--- config.mk ---
export PLATFORM = sky130hd
export DESIGN_NAME = ipd_top
export DESIGN_NICKNAME = d
export VERILOG_FILES = /design/src/core/ipd_pkg.sv /design/src/core/ipd_line_decoder.sv /design/src/core/ipd_top.sv
export SDC_FILE = /design/constraint.sdc
export NUM_CORES = 1
export LEC_CHECK = 0
export ABC_AREA = 1
export CAP_MARGIN = 20
export CORE_UTILIZATION = 45
export CTS_CLUSTER_DIAMETER = 80
export DETAILED_ROUTE_END_ITERATION = 8
export DONT_BUFFER_PORTS = 1
export PLACE_DENSITY_LB_ADDON = 0.3
export REMOVE_ABC_BUFFERS = 1
export SLEW_MARGIN = 20
export SYNTH_ARGS = -nofsm -noshare
export SYNTH_HDL_FRONTEND = slang
export SYNTH_SLANG_ARGS = --single-unit
--- constraint.sdc ---
create_clock -name sys_clk -period 8.1 [get_ports sys_clk]
set_input_delay 0.405 -clock sys_clk [delete_from_list [all_inputs] [get_ports sys_clk]]
set_output_delay 0.405 -clock sys_clk [all_outputs]
set_load 0.01 [all_outputs]
--- src/core/ipd_pkg.sv ---
// Purpose: Shared constants and types for the input press decoder
// Assumes: 100 MHz system clock
// Notes:   Register index is the word address on the plain port
package ipd_pkg;

  // ****************************************
  // Timing
  // ****************************************
  localparam int          CLK_PERIOD_NS = 10;
  localparam int          NS_PER_MS     = 1000000;
  localparam int          CYCLES_PER_MS = NS_PER_MS / CLK_PERIOD_NS;
  localparam logic [15:0] MIN_HOLD_MS   = 16'h0032;
  localparam int          BATT_LSB_UV   = 3520;

  // ****************************************
  // Register map
  // ****************************************
  localparam logic [3:0] ADDR_CTRL   = 4'h0;
  localparam logic [3:0] ADDR_THRESH = 4'h1;
  localparam logic [3:0] ADDR_BATT_A = 4'h2;
  localparam logic [3:0] ADDR_BATT_B = 4'h3;
  localparam logic [3:0] ADDR_ALERT  = 4'h4;
  localparam logic [3:0] ADDR_MUTE   = 4'h5;
  localparam logic [3:0] ADDR_PORT0  = 4'h6;
  localparam logic [3:0] ADDR_PWM    = 4'ha;
  localparam logic [3:0] ADDR_STATUS = 4'hb;

  localparam int CTRL_CONN  = 2;
  localparam int CTRL_SLEEP = 3;
  localparam int ALERT_OFF  = 0;
  localparam int ALERT_MILD = 8;
  localparam int ALERT_HIGH = 16;
  localparam int ALERT_MUTE = 24;

  localparam logic [31:0] CTRL_RST   = 32'h0000_0003;
  localparam logic [31:0] THRESH_RST = 32'h07d0_01f4;

  // ****************************************
  // Battery level codes, smaller is fuller
  // ****************************************
  localparam logic [2:0] LEVEL_100 = 3'h0;
  localparam logic [2:0] LEVEL_80  = 3'h1;
  localparam logic [2:0] LEVEL_60  = 3'h2;
  localparam logic [2:0] LEVEL_40  = 3'h3;
  localparam logic [2:0] LEVEL_20  = 3'h4;

  typedef struct packed {
    logic act;
    logic shortP;
    logic mediumP;
    logic longP;
    logic fb1;
    logic fb2;
  } ipd_press_type;

  typedef struct packed {
    logic [3:0] count;
    logic [7:0] offMs;
    logic [7:0] onMs;
    logic       rsvd;
    logic       repeatOn;
    logic       invert;
    logic       enable;
    logic [3:0] evSel;
  } ipd_port_cfg_type;

  typedef enum logic [1:0] {IDLE, HELD, LONG_DONE} ipd_dec_state_type;

endpackage : ipd_pkg

--- src/core/ipd_line_decoder.sv ---
// Purpose: Classifies the pulses of one input line into press events
// Assumes: Line is synchronous to sys_clk; msTick is one pulse per ms
// Notes:   All event outputs are one-cycle pulses from flip-flops
`timescale 1ns/1ps
module ipd_line_decoder (
  input  wire logic                   sys_clk,
  input  wire logic                   nrst,
  input  wire logic                   lineIn,
  input  wire logic                   activeHigh,
  input  wire logic                   msTick,
  input  wire logic [15:0]            t1Ms,
  input  wire logic [15:0]            t2Ms,
  output ipd_pkg::ipd_press_type      events,
  output logic                        isActive
);

  ipd_pkg::ipd_dec_state_type stateReg;
  ipd_pkg::ipd_dec_state_type stateNext;
  ipd_pkg::ipd_press_type     evReg;
  ipd_pkg::ipd_press_type     evNext;
  logic [15:0]                holdMsReg;
  logic [15:0]                holdMsNext;

  wire lineActive = (lineIn == activeHigh);
  wire [15:0] holdInc = (holdMsReg == 16'hffff) ? holdMsReg
                                                : holdMsReg + 16'h0001;
  wire counting  = (stateReg == ipd_pkg::HELD) && lineActive && msTick;
  wire reachT1   = counting && (holdInc == t1Ms);
  wire reachT2   = counting && (holdInc == t2Ms);
  wire released  = (stateReg == ipd_pkg::HELD) && !lineActive;
  // Shorter pulses are glitches and give no press
  wire validHold = (holdMsReg >= ipd_pkg::MIN_HOLD_MS);

  always_comb
  begin
    stateNext = stateReg;
    unique case (stateReg)
      ipd_pkg::IDLE:
        if (lineActive) stateNext = ipd_pkg::HELD;
      ipd_pkg::HELD:
        if (!lineActive) stateNext = ipd_pkg::IDLE;
        else if (reachT2) stateNext = ipd_pkg::LONG_DONE;
      ipd_pkg::LONG_DONE:
        if (!lineActive) stateNext = ipd_pkg::IDLE;
    endcase
  end

  assign holdMsNext = (stateReg != ipd_pkg::HELD || released) ? 16'h0000
                    : (counting ? holdInc : holdMsReg);

  assign evNext.act     = (stateReg == ipd_pkg::IDLE) && lineActive;
  assign evNext.shortP  = released && validHold && holdMsReg < t1Ms;
  assign evNext.mediumP = released && validHold && holdMsReg >= t1Ms
                          && holdMsReg < t2Ms;
  assign evNext.longP   = reachT2;
  assign evNext.fb1     = reachT1;
  assign evNext.fb2     = reachT2;

  always_ff @(posedge sys_clk)
  begin
    if (!nrst)
    begin
      stateReg  <= ipd_pkg::IDLE;
      holdMsReg <= 16'h0000;
      evReg     <= '0;
    end
    else
    begin
      stateReg  <= stateNext;
      holdMsReg <= holdMsNext;
      evReg     <= evNext;
    end
  end

  assign events   = evReg;
  assign isActive = lineActive;
endmodule : ipd_line_decoder

--- src/core/ipd_top.sv ---
// Purpose: Input press decoder with event routing and output signals
// Assumes: Single 100 MHz clock, synchronous active-low reset
// Notes:   Registers on a plain strobe port, read data one cycle later
`timescale 1ns/1ps

module ipd_top #(
  parameter int CYCLES_PER_MS = ipd_pkg::CYCLES_PER_MS
) (
  input  wire logic        sys_clk,
  input  wire logic        nrst,
  input  wire logic [3:0]  regAddr,
  input  wire logic [31:0] regWdata,
  input  wire logic        regWr,
  input  wire logic        regRd,
  output logic [31:0]      regRdata,
  input  wire logic [1:0]  inputEventLine,
  input  wire logic [9:0]  battVolt,
  output logic [3:0]       outputPatternSignal,
  output logic             remoteOffAlertTrigger,
  output logic             remoteMildAlertTrigger,
  output logic             remoteHighAlertTrigger,
  output logic             batteryFortyEvent,
  output logic             batteryTwentyEvent,
  output logic             batteryCritical
);

  // ****************************************
  // Helpers
  // ****************************************
  // Select field: bit 4 enables, bits 3:0 pick an event
  function automatic logic eventHit(input logic [15:0] ev,
                                    input logic [4:0]  sel);
    eventHit = sel[4] & ev[sel[3:0]];
  endfunction : eventHit

  // ****************************************
  // Registers
  // ****************************************
  logic [31:0] ctrlReg;
  logic [31:0] thresholdReg;
  logic [31:0] battAReg;
  logic [31:0] battBReg;
  logic [31:0] alertReg;
  logic [3:0]  muteMaskReg;
  logic [27:0] portCfgReg [4];
  logic [15:0] pwmHalfReg;
  logic [31:0] rdataReg;

  wire wrCtrl   = regWr && regAddr == ipd_pkg::ADDR_CTRL;
  wire wrThresh = regWr && regAddr == ipd_pkg::ADDR_THRESH;
  wire wrBattA  = regWr && regAddr == ipd_pkg::ADDR_BATT_A;
  wire wrBattB  = regWr && regAddr == ipd_pkg::ADDR_BATT_B;
  wire wrAlert  = regWr && regAddr == ipd_pkg::ADDR_ALERT;
  wire wrMute   = regWr && regAddr == ipd_pkg::ADDR_MUTE;
  wire wrPwm    = regWr && regAddr == ipd_pkg::ADDR_PWM;

  always_ff @(posedge sys_clk)
  begin
    if (!nrst)
    begin
      ctrlReg      <= ipd_pkg::CTRL_RST;
      thresholdReg <= ipd_pkg::THRESH_RST;
      battAReg     <= 32'h0000_0000;
      battBReg     <= 32'h0000_0000;
      alertReg     <= 32'h0000_0000;
      muteMaskReg  <= 4'h0;
      pwmHalfReg   <= 16'h0000;
    end
    else
    begin
      if (wrCtrl) ctrlReg <= regWdata & 32'h0000_000f;
      if (wrThresh) thresholdReg <= regWdata;
      if (wrBattA) battAReg <= regWdata & 32'h03ff_03ff;
      if (wrBattB) battBReg <= regWdata & 32'h03ff_03ff;
      if (wrAlert) alertReg <= regWdata & 32'h1f1f_1f1f;
      if (wrMute) muteMaskReg <= regWdata[3:0];
      if (wrPwm) pwmHalfReg <= regWdata[15:0];
    end
  end

  wire [15:0] shortMediumThreshold = thresholdReg[15:0];
  wire [15:0] mediumLongThreshold  = thresholdReg[31:16];
  wire [9:0]  batteryThreshold80   = battAReg[9:0];
  wire [9:0]  batteryThreshold60   = battAReg[25:16];
  wire [9:0]  batteryThreshold40   = battBReg[9:0];
  wire [9:0]  batteryThreshold20   = battBReg[25:16];
  wire        connected = ctrlReg[ipd_pkg::CTRL_CONN];
  wire        sleepOn   = ctrlReg[ipd_pkg::CTRL_SLEEP];

  // ****************************************
  // Millisecond tick
  // ****************************************
  logic [16:0] prescaleReg;
  logic        msTickReg;
  wire         prescaleEnd = prescaleReg == 17'(CYCLES_PER_MS - 1);

  always_ff @(posedge sys_clk)
  begin
    if (!nrst)
    begin
      prescaleReg <= 17'h00000;
      msTickReg   <= 1'b0;
    end
    else
    begin
      prescaleReg <= prescaleEnd ? 17'h00000 : prescaleReg + 17'h00001;
      msTickReg   <= prescaleEnd;
    end
  end

  // ****************************************
  // Input lines
  // ****************************************
  ipd_pkg::ipd_press_type pressEv [2];
  logic [1:0]             lineActive;

  genvar li;
  generate
    for (li = 0; li < 2; li++)
    begin : gLine
      ipd_line_decoder uDec (
        .sys_clk    (sys_clk),
        .nrst       (nrst),
        .lineIn     (inputEventLine[li]),
        .activeHigh (ctrlReg[li]),
        .msTick     (msTickReg),
        .t1Ms       (shortMediumThreshold),
        .t2Ms       (mediumLongThreshold),
        .events     (pressEv[li]),
        .isActive   (lineActive[li])
      );
    end
  endgenerate

  // ****************************************
  // Battery levels
  // ****************************************
  logic [2:0] battLevelReg;
  logic       battFortyReg;
  logic       battTwentyReg;
  logic       battCriticalReg;

  wire [2:0] battLevel =
    (battVolt > batteryThreshold80) ? ipd_pkg::LEVEL_100 :
    (battVolt > batteryThreshold60) ? ipd_pkg::LEVEL_80  :
    (battVolt > batteryThreshold40) ? ipd_pkg::LEVEL_60  :
    (battVolt > batteryThreshold20) ? ipd_pkg::LEVEL_40  :
                                      ipd_pkg::LEVEL_20;

  always_ff @(posedge sys_clk)
  begin
    if (!nrst)
    begin
      battLevelReg    <= ipd_pkg::LEVEL_100;
      battFortyReg    <= 1'b0;
      battTwentyReg   <= 1'b0;
      battCriticalReg <= 1'b0;
    end
    else
    begin
      battLevelReg    <= battLevel;
      battFortyReg    <= battLevel == ipd_pkg::LEVEL_40 &&
                         battLevelReg < ipd_pkg::LEVEL_40;
      battTwentyReg   <= battLevel == ipd_pkg::LEVEL_20 &&
                         battLevelReg != ipd_pkg::LEVEL_20;
      battCriticalReg <= battLevel == ipd_pkg::LEVEL_20;
    end
  end

  // ****************************************
  // Event routing
  // ****************************************
  wire [15:0] evVec = {2'b00, battTwentyReg, battFortyReg,
                       pressEv[1], pressEv[0]};
  wire offHit  = eventHit(evVec, alertReg[ipd_pkg::ALERT_OFF +: 5]);
  wire mildHit = eventHit(evVec, alertReg[ipd_pkg::ALERT_MILD +: 5]);
  wire highHit = eventHit(evVec, alertReg[ipd_pkg::ALERT_HIGH +: 5]);
  wire muteHit = eventHit(evVec, alertReg[ipd_pkg::ALERT_MUTE +: 5]);
  wire muteNow = muteHit && connected;

  logic remoteOffReg;
  logic remoteMildReg;
  logic remoteHighReg;

  always_ff @(posedge sys_clk)
  begin
    if (!nrst)
    begin
      remoteOffReg  <= 1'b0;
      remoteMildReg <= 1'b0;
      remoteHighReg <= 1'b0;
    end
    else
    begin
      remoteOffReg  <= offHit;
      remoteMildReg <= mildHit;
      remoteHighReg <= highHit;
    end
  end

  // ****************************************
  // Output handlers and output stage
  // ****************************************
  logic       portActive [4];
  logic       phaseOn    [4];
  logic [7:0] phaseMs    [4];
  logic [3:0] pulsesLeft [4];
  logic       pinReg     [4];
  wire  [3:0] logicalOn;
  wire  [3:0] activeVec;
  wire  [3:0] invertVec;

  genvar pi;
  generate
    for (pi = 0; pi < 4; pi++)
    begin : gPort
      ipd_pkg::ipd_port_cfg_type cfg;
      assign cfg = portCfgReg[pi];
      wire start   = eventHit(evVec, {cfg.enable, cfg.evSel});
      wire stop    = sleepOn || (muteNow && muteMaskReg[pi]);
      wire step    = portActive[pi] && msTickReg && cfg.count != 4'h0;
      wire [7:0] msInc = phaseMs[pi] + 8'h01;
      wire onDone  = phaseOn[pi] && msInc >= cfg.onMs;
      wire offDone = !phaseOn[pi] && msInc >= cfg.offMs;

      always_ff @(posedge sys_clk)
      begin
        if (!nrst)
          portCfgReg[pi] <= 28'h0000000;
        else if (regWr && regAddr == ipd_pkg::ADDR_PORT0 + 4'(pi))
          portCfgReg[pi] <= regWdata[27:0];
      end

      // Count of zero is a steady level; sleep and mute beat a start
      always_ff @(posedge sys_clk)
      begin
        if (!nrst || stop)
        begin
          portActive[pi] <= 1'b0;
          phaseOn[pi]    <= 1'b0;
          phaseMs[pi]    <= 8'h00;
          pulsesLeft[pi] <= 4'h0;
        end
        else if (start)
        begin
          portActive[pi] <= 1'b1;
          phaseOn[pi]    <= 1'b1;
          phaseMs[pi]    <= 8'h00;
          pulsesLeft[pi] <= cfg.count;
        end
        else if (step && onDone)
        begin
          phaseOn[pi] <= 1'b0;
          phaseMs[pi] <= 8'h00;
        end
        else if (step && offDone)
        begin
          phaseMs[pi]    <= 8'h00;
          phaseOn[pi]    <= pulsesLeft[pi] > 4'h1 || cfg.repeatOn;
          portActive[pi] <= pulsesLeft[pi] > 4'h1 || cfg.repeatOn;
          pulsesLeft[pi] <= (pulsesLeft[pi] > 4'h1) ? pulsesLeft[pi] - 4'h1
                                                    : cfg.count;
        end
        else if (step)
          phaseMs[pi] <= msInc;
      end

      assign logicalOn[pi] = portActive[pi] && phaseOn[pi] && !sleepOn;
      assign activeVec[pi] = portActive[pi];
      assign invertVec[pi] = cfg.invert;
      assign outputPatternSignal[pi] = pinReg[pi];
    end
  endgenerate

  // Digital ports: polarity only
  genvar di;
  generate
    for (di = 0; di < 3; di++)
    begin : gDig
      always_ff @(posedge sys_clk)
      begin
        if (!nrst)
          pinReg[di] <= 1'b0;
        else
          pinReg[di] <= logicalOn[di] ^ invertVec[di];
      end
    end
  endgenerate

  // PWM port: 50% square while on, first half period high
  logic [15:0] pwmCntReg;
  logic        pwmLevelReg;
  wire         pwmEnd = pwmCntReg >= pwmHalfReg;

  always_ff @(posedge sys_clk)
  begin
    if (!nrst || !logicalOn[3])
    begin
      pwmCntReg   <= 16'h0000;
      pwmLevelReg <= 1'b1;
    end
    else
    begin
      pwmCntReg   <= pwmEnd ? 16'h0000 : pwmCntReg + 16'h0001;
      pwmLevelReg <= pwmEnd ? !pwmLevelReg : pwmLevelReg;
    end
  end

  always_ff @(posedge sys_clk)
  begin
    if (!nrst)
      pinReg[3] <= 1'b0;
    else
      pinReg[3] <= (logicalOn[3] && pwmLevelReg) ^ invertVec[3];
  end

  // ****************************************
  // Register read
  // ****************************************
  wire [31:0] statusWord = {18'h00000, battCriticalReg, battLevelReg,
                            activeVec, logicalOn, lineActive};
  wire [3:0]  portIdx = regAddr - ipd_pkg::ADDR_PORT0;
  wire        isPort  = regAddr >= ipd_pkg::ADDR_PORT0 &&
                        regAddr < ipd_pkg::ADDR_PWM;
  wire [31:0] readMux =
    (regAddr == ipd_pkg::ADDR_CTRL)   ? ctrlReg :
    (regAddr == ipd_pkg::ADDR_THRESH) ? thresholdReg :
    (regAddr == ipd_pkg::ADDR_BATT_A) ? battAReg :
    (regAddr == ipd_pkg::ADDR_BATT_B) ? battBReg :
    (regAddr == ipd_pkg::ADDR_ALERT)  ? alertReg :
    (regAddr == ipd_pkg::ADDR_MUTE)   ? {28'h0000000, muteMaskReg} :
    isPort ? {4'h0, portCfgReg[portIdx[1:0]]} :
    (regAddr == ipd_pkg::ADDR_PWM)    ? {16'h0000, pwmHalfReg} :
    (regAddr == ipd_pkg::ADDR_STATUS) ? statusWord : 32'h0000_0000;

  always_ff @(posedge sys_clk)
  begin
    if (!nrst)
      rdataReg <= 32'h0000_0000;
    else
      rdataReg <= regRd ? readMux : 32'h0000_0000;
  end

  assign regRdata               = rdataReg;
  assign remoteOffAlertTrigger  = remoteOffReg;
  assign remoteMildAlertTrigger = remoteMildReg;
  assign remoteHighAlertTrigger = remoteHighReg;
  assign batteryFortyEvent      = battFortyReg;
  assign batteryTwentyEvent     = battTwentyReg;
  assign batteryCritical        = battCriticalReg;
endmodule : ipd_top
==> load_flow_metrics.sql <==
INSERT INTO impl_metrics (metric_group, metric, value, unit) VALUES
('outcome', 'result_of_the_run', 'finished with violations', ''),
('outcome', 'violations', 'design-rule violations', ''),
('layout', 'synthToLayoutAreaGrowth', '11.46', '%'),
('layout', 'stdcell_area', '27030', 'sq um'),
('cts', 'clk_pin_slew', '0.06', 'ns'),
('place', 'gp_congestion', '1.016', ''),
('logic_synthesis', 'synth_area_leader_cell', 'edfxtp_1', ''),
('power', 'netSwitchingPower', '1433', 'uW'),
('layout', 'post_route_cells_drive_above_1_share', '4.744', '%'),
('power', 'ir_drop', '0.0001595', 'V'),
('power', 'power_frac_clock', '44.3', '%'),
('global_routing', 'busiest_layer', 'met2', ''),
('cts', 'clk_root_buffer_cell', 'clkbuf_16', ''),
('layout', 'number_of_filler_cells_placed_in_the_layout', '5069', ''),
('route', 'drt_pass1_iterations', '9', ''),
('power', 'power_per_cell_area', '191.8', 'nW/um^2'),
('route', 'initialDrtViolationCount', '2348', ''),
('timing', 'holdWs', '0.02839', 'ns'),
('layout', 'most-common-layout-cells', '478 x nand2_1, 443 x inv_1, 372 x nor2_1, 272 x a21oi_1, 261 x o21ai_0', ''),
('route', 'drt.antenna.violating_nets', '0', ''),
('timing', 'rsz0062_at_grt', 'false', ''),
('cts', 'cts-buffers-inserted', '49', ''),
('layout', 'layout.cells.most_common', 'nand2_1', ''),
('logic_synthesis', 'synthesis.instances', '3102', ''),
('floorplan', 'floorplan.die.width', '234.2', 'um'),
('timing', 'worst_pin_slew', '1.102', 'ns'),
('logic_synthesis', 'synth.distinct_cells', '59', ''),
('place', 'port-buffer-count', '0', ''),
('timing', 'slew_headroom', '26.42', '%'),
('timing', 'finalHoldViolCount', '0', ''),
('timing', 'finalMaxSlewViolations', '0', ''),
('logic_synthesis', 'synthesis.area_per_instance', '7.819', 'sq um'),
('timing', 'final-setup-viol-count', '0', ''),
('worst_setup_path', 'end_kind', 'flop', ''),
('global_routing', 'grtUsageMet2', '53.55', '%'),
('logic_synthesis', 'synth_flop_cell', 'dfxtp_1', ''),
('floorplan', 'die_area', '54830', 'sq um'),
('floorplan', 'ios', '94', ''),
('global_routing', 'grt.overflow.total', '0', ''),
('power', 'p_leak', '0.01162', 'uW'),
('timing', 'post-route-period-util', '42.15', '%'),
('global_routing', 'grt_start_max_net_pins', '75', ''),
('route', 'wire_per_inst', '23.48', 'um'),
('logic_synthesis', 'synth_area_leaders', 'edfxtp_1 21%, dfxtp_1 20%, ha_1 11%', ''),
('logic_synthesis', 'yosysTopAreaCellShare', '20.80', '%'),
('timing', 'final.min_clock_period', '3.414', 'ns'),
('layout', 'final_net_count', '3379', ''),
('logic_synthesis', 'ys_async_sr_fraction', '0', '%'),
('global_routing', 'use_met1', '40.82', '%'),
('floorplan', 'starting_utilization_of_the_core_area', '45.88', '%'),
('cts', 'ctsLongestPathBuffers', '3', ''),
('route', 'drc', '8', ''),
('place', 'placed_cell_area', '24910', 'sq um'),
('worst_setup_path', 'arrival_time_of_the_worst_setup_path', '3.66', 'ns'),
('cts', 'cts_tree', 'built', ''),
('worst_setup_path', 'worstSetupPathType', 'flop to flop', ''),
('power', 'comb_power_share', '11.1', '%'),
('global_routing', 'grtUsageMet3', '7.879', '%'),
('route', 'routed_wl', '90550', 'um'),
('global_routing', 'first_global_vias', '21430', ''),
('job', 'drv.max_cap_violation_count', '0', ''),
('route', 'vias_per_cell', '5.841', ''),
('power', 'sw_frac_of_total', '27.63', '%'),
('layout', 'fin_util', '51.14', '%'),
('place', 'dp_hpwl', '67600', 'um'),
('timing', 'clock_skew', '0.03470', 'ns'),
('worst_setup_path', 'critPathLaunchType', 'flop', ''),
('floorplan', 'number_of_placement_rows', '84', ''),
('power', 'cellInternalPower', '3753', 'uW'),
('cts', 'clock_sink_count', '410', ''),
('cts', 'htree_levels', '2', '');
[synth_stat cells (all sizes together) (16+ instances only)]
cell / n
xor2: 74
nand4: 53
ha: 206
nor2: 382
a21oi: 273
nor3: 48
nand2: 489
o21ai: 266
o221ai: 16
clkbuf: 75
o22ai: 39
nand3: 107
dfxtp: 242
a211oi: 17
edfxtp: 168
o211ai: 48
nor4: 19
inv: 447
o2111ai: 20
buf: 17
[cells by family after synthesis]
group                      count (synthesis)  synth area share, %
and+or+nand+nor                         1124                19.70
AOI/OAI and AO/OA                        733                17.19
buffers and inverters                    544                8.630
DFF                                      410                40.77
adders and majority gates                206                10.63
xor gates and xnor gates                  84                3.033
muxes                                      1              0.04127
[power groups by stage]
stage | Combinational [uW] | Sequential, uW | Clock, uW
after floorplan | 347 | 2330 | 0
after global placement | 512 | 2350 | 0
after detailed placement | 528 | 2350 | 0
after CTS | 562 | 2310 | 2320
after global routing | 630 | 2320 | 2400
final | 574 | 2310 | 2300
[flip-flops by register name, summed over array words and instances (netlist names), 4 cells and up]
| name | count |
|---|---|
| portCfgReg | 112 |
| gLine.uDec.holdMsReg | 32 |
| phaseMs | 32 |
| regRdata | 32 |
| thresholdReg | 32 |
| alertReg | 20 |
| battAReg | 20 |
| battBReg | 20 |
| prescaleReg | 17 |
| pulsesLeft | 16 |
| pwmCntReg | 16 |
| pwmHalfReg | 16 |
| gLine.uDec.events | 10 |
| ctrlReg | 4 |
| gLine.uDec.stateReg | 4 |
| muteMaskReg | 4 |
| phaseOn | 4 |
| pinReg | 4 |
| portActive | 4 |
[final timing paths]
kind | start | endpoint | slack, ns | cells past startpoint
worst max-delay path | phaseMs[2][0] | phaseMs[2][0] | 4.69 | 15
worst min-delay path | regWdata[2] | battBReg[2] | 0.03 | 2
worst max register to register | phaseMs[2][0] | phaseMs[2][0] | 4.69 | 15
worst min register to register | pwmCntReg[0] | pwmCntReg[0] | 0.46 | 1
[worst max-delay path, stage by stage, from the launching register on]
cell and delay (ns):
edfxtp_1 0.47, ha_1 0.25, nand2_1 0.10, nor2_1 0.07
nand2_1 0.07, xor2_1 0.21, inv_1 0.10, ha_1 0.29
nand2_1 0.06, nor2_1 0.13, nand4_1 0.10, o2111ai_1 0.18
nand3_1 0.13, nor2_1 0.23, nand2_1 0.25, nand4_1 0.41
[repair_timing]
item,4_1_cts,5_1_grt
hold buffers,39,0
endpoints found under the hold margin,97,0
gates resized for setup,0,0
[per-stage QoR]
step | setup WS [ns] | std cells | total power (uW)
floorplan | 4.155 | 3010 | 2672
global placement | 4.530 | 3718 | 2865
detailed placement | 4.417 | 3718 | 2882
CTS | 4.545 | 3849 | 5192
global route | 4.333 | 3852 | 5354
finish | 4.686 | 3856 | 5186
[per-layer routing]
layer	vias to the layer above	wire, um
met5	-	42
met3	259	8278
met4	6	5062
met1	10610	35900
li1	10600	-
met2	1050	41270
[final cells by class]
| type | count | area [sq um] | area share (%) |
|---|---|---|---|
| sequential | 410 | 9889 | 36.58 |
| clock inverter | 32 | 340.3 | 1.259 |
| tap | 688 | 860.8 | 3.184 |
| timing repair buffer | 60 | 588.1 | 2.175 |
| inverter | 452 | 1699 | 6.285 |
| clock buffer | 60 | 1329 | 4.915 |
| antenna | 6 | 15.01 | 0.05554 |
| multi-input combinational | 2148 | 12310 | 45.55 |
Note: power is estimated with default switching activity, not from simulation.
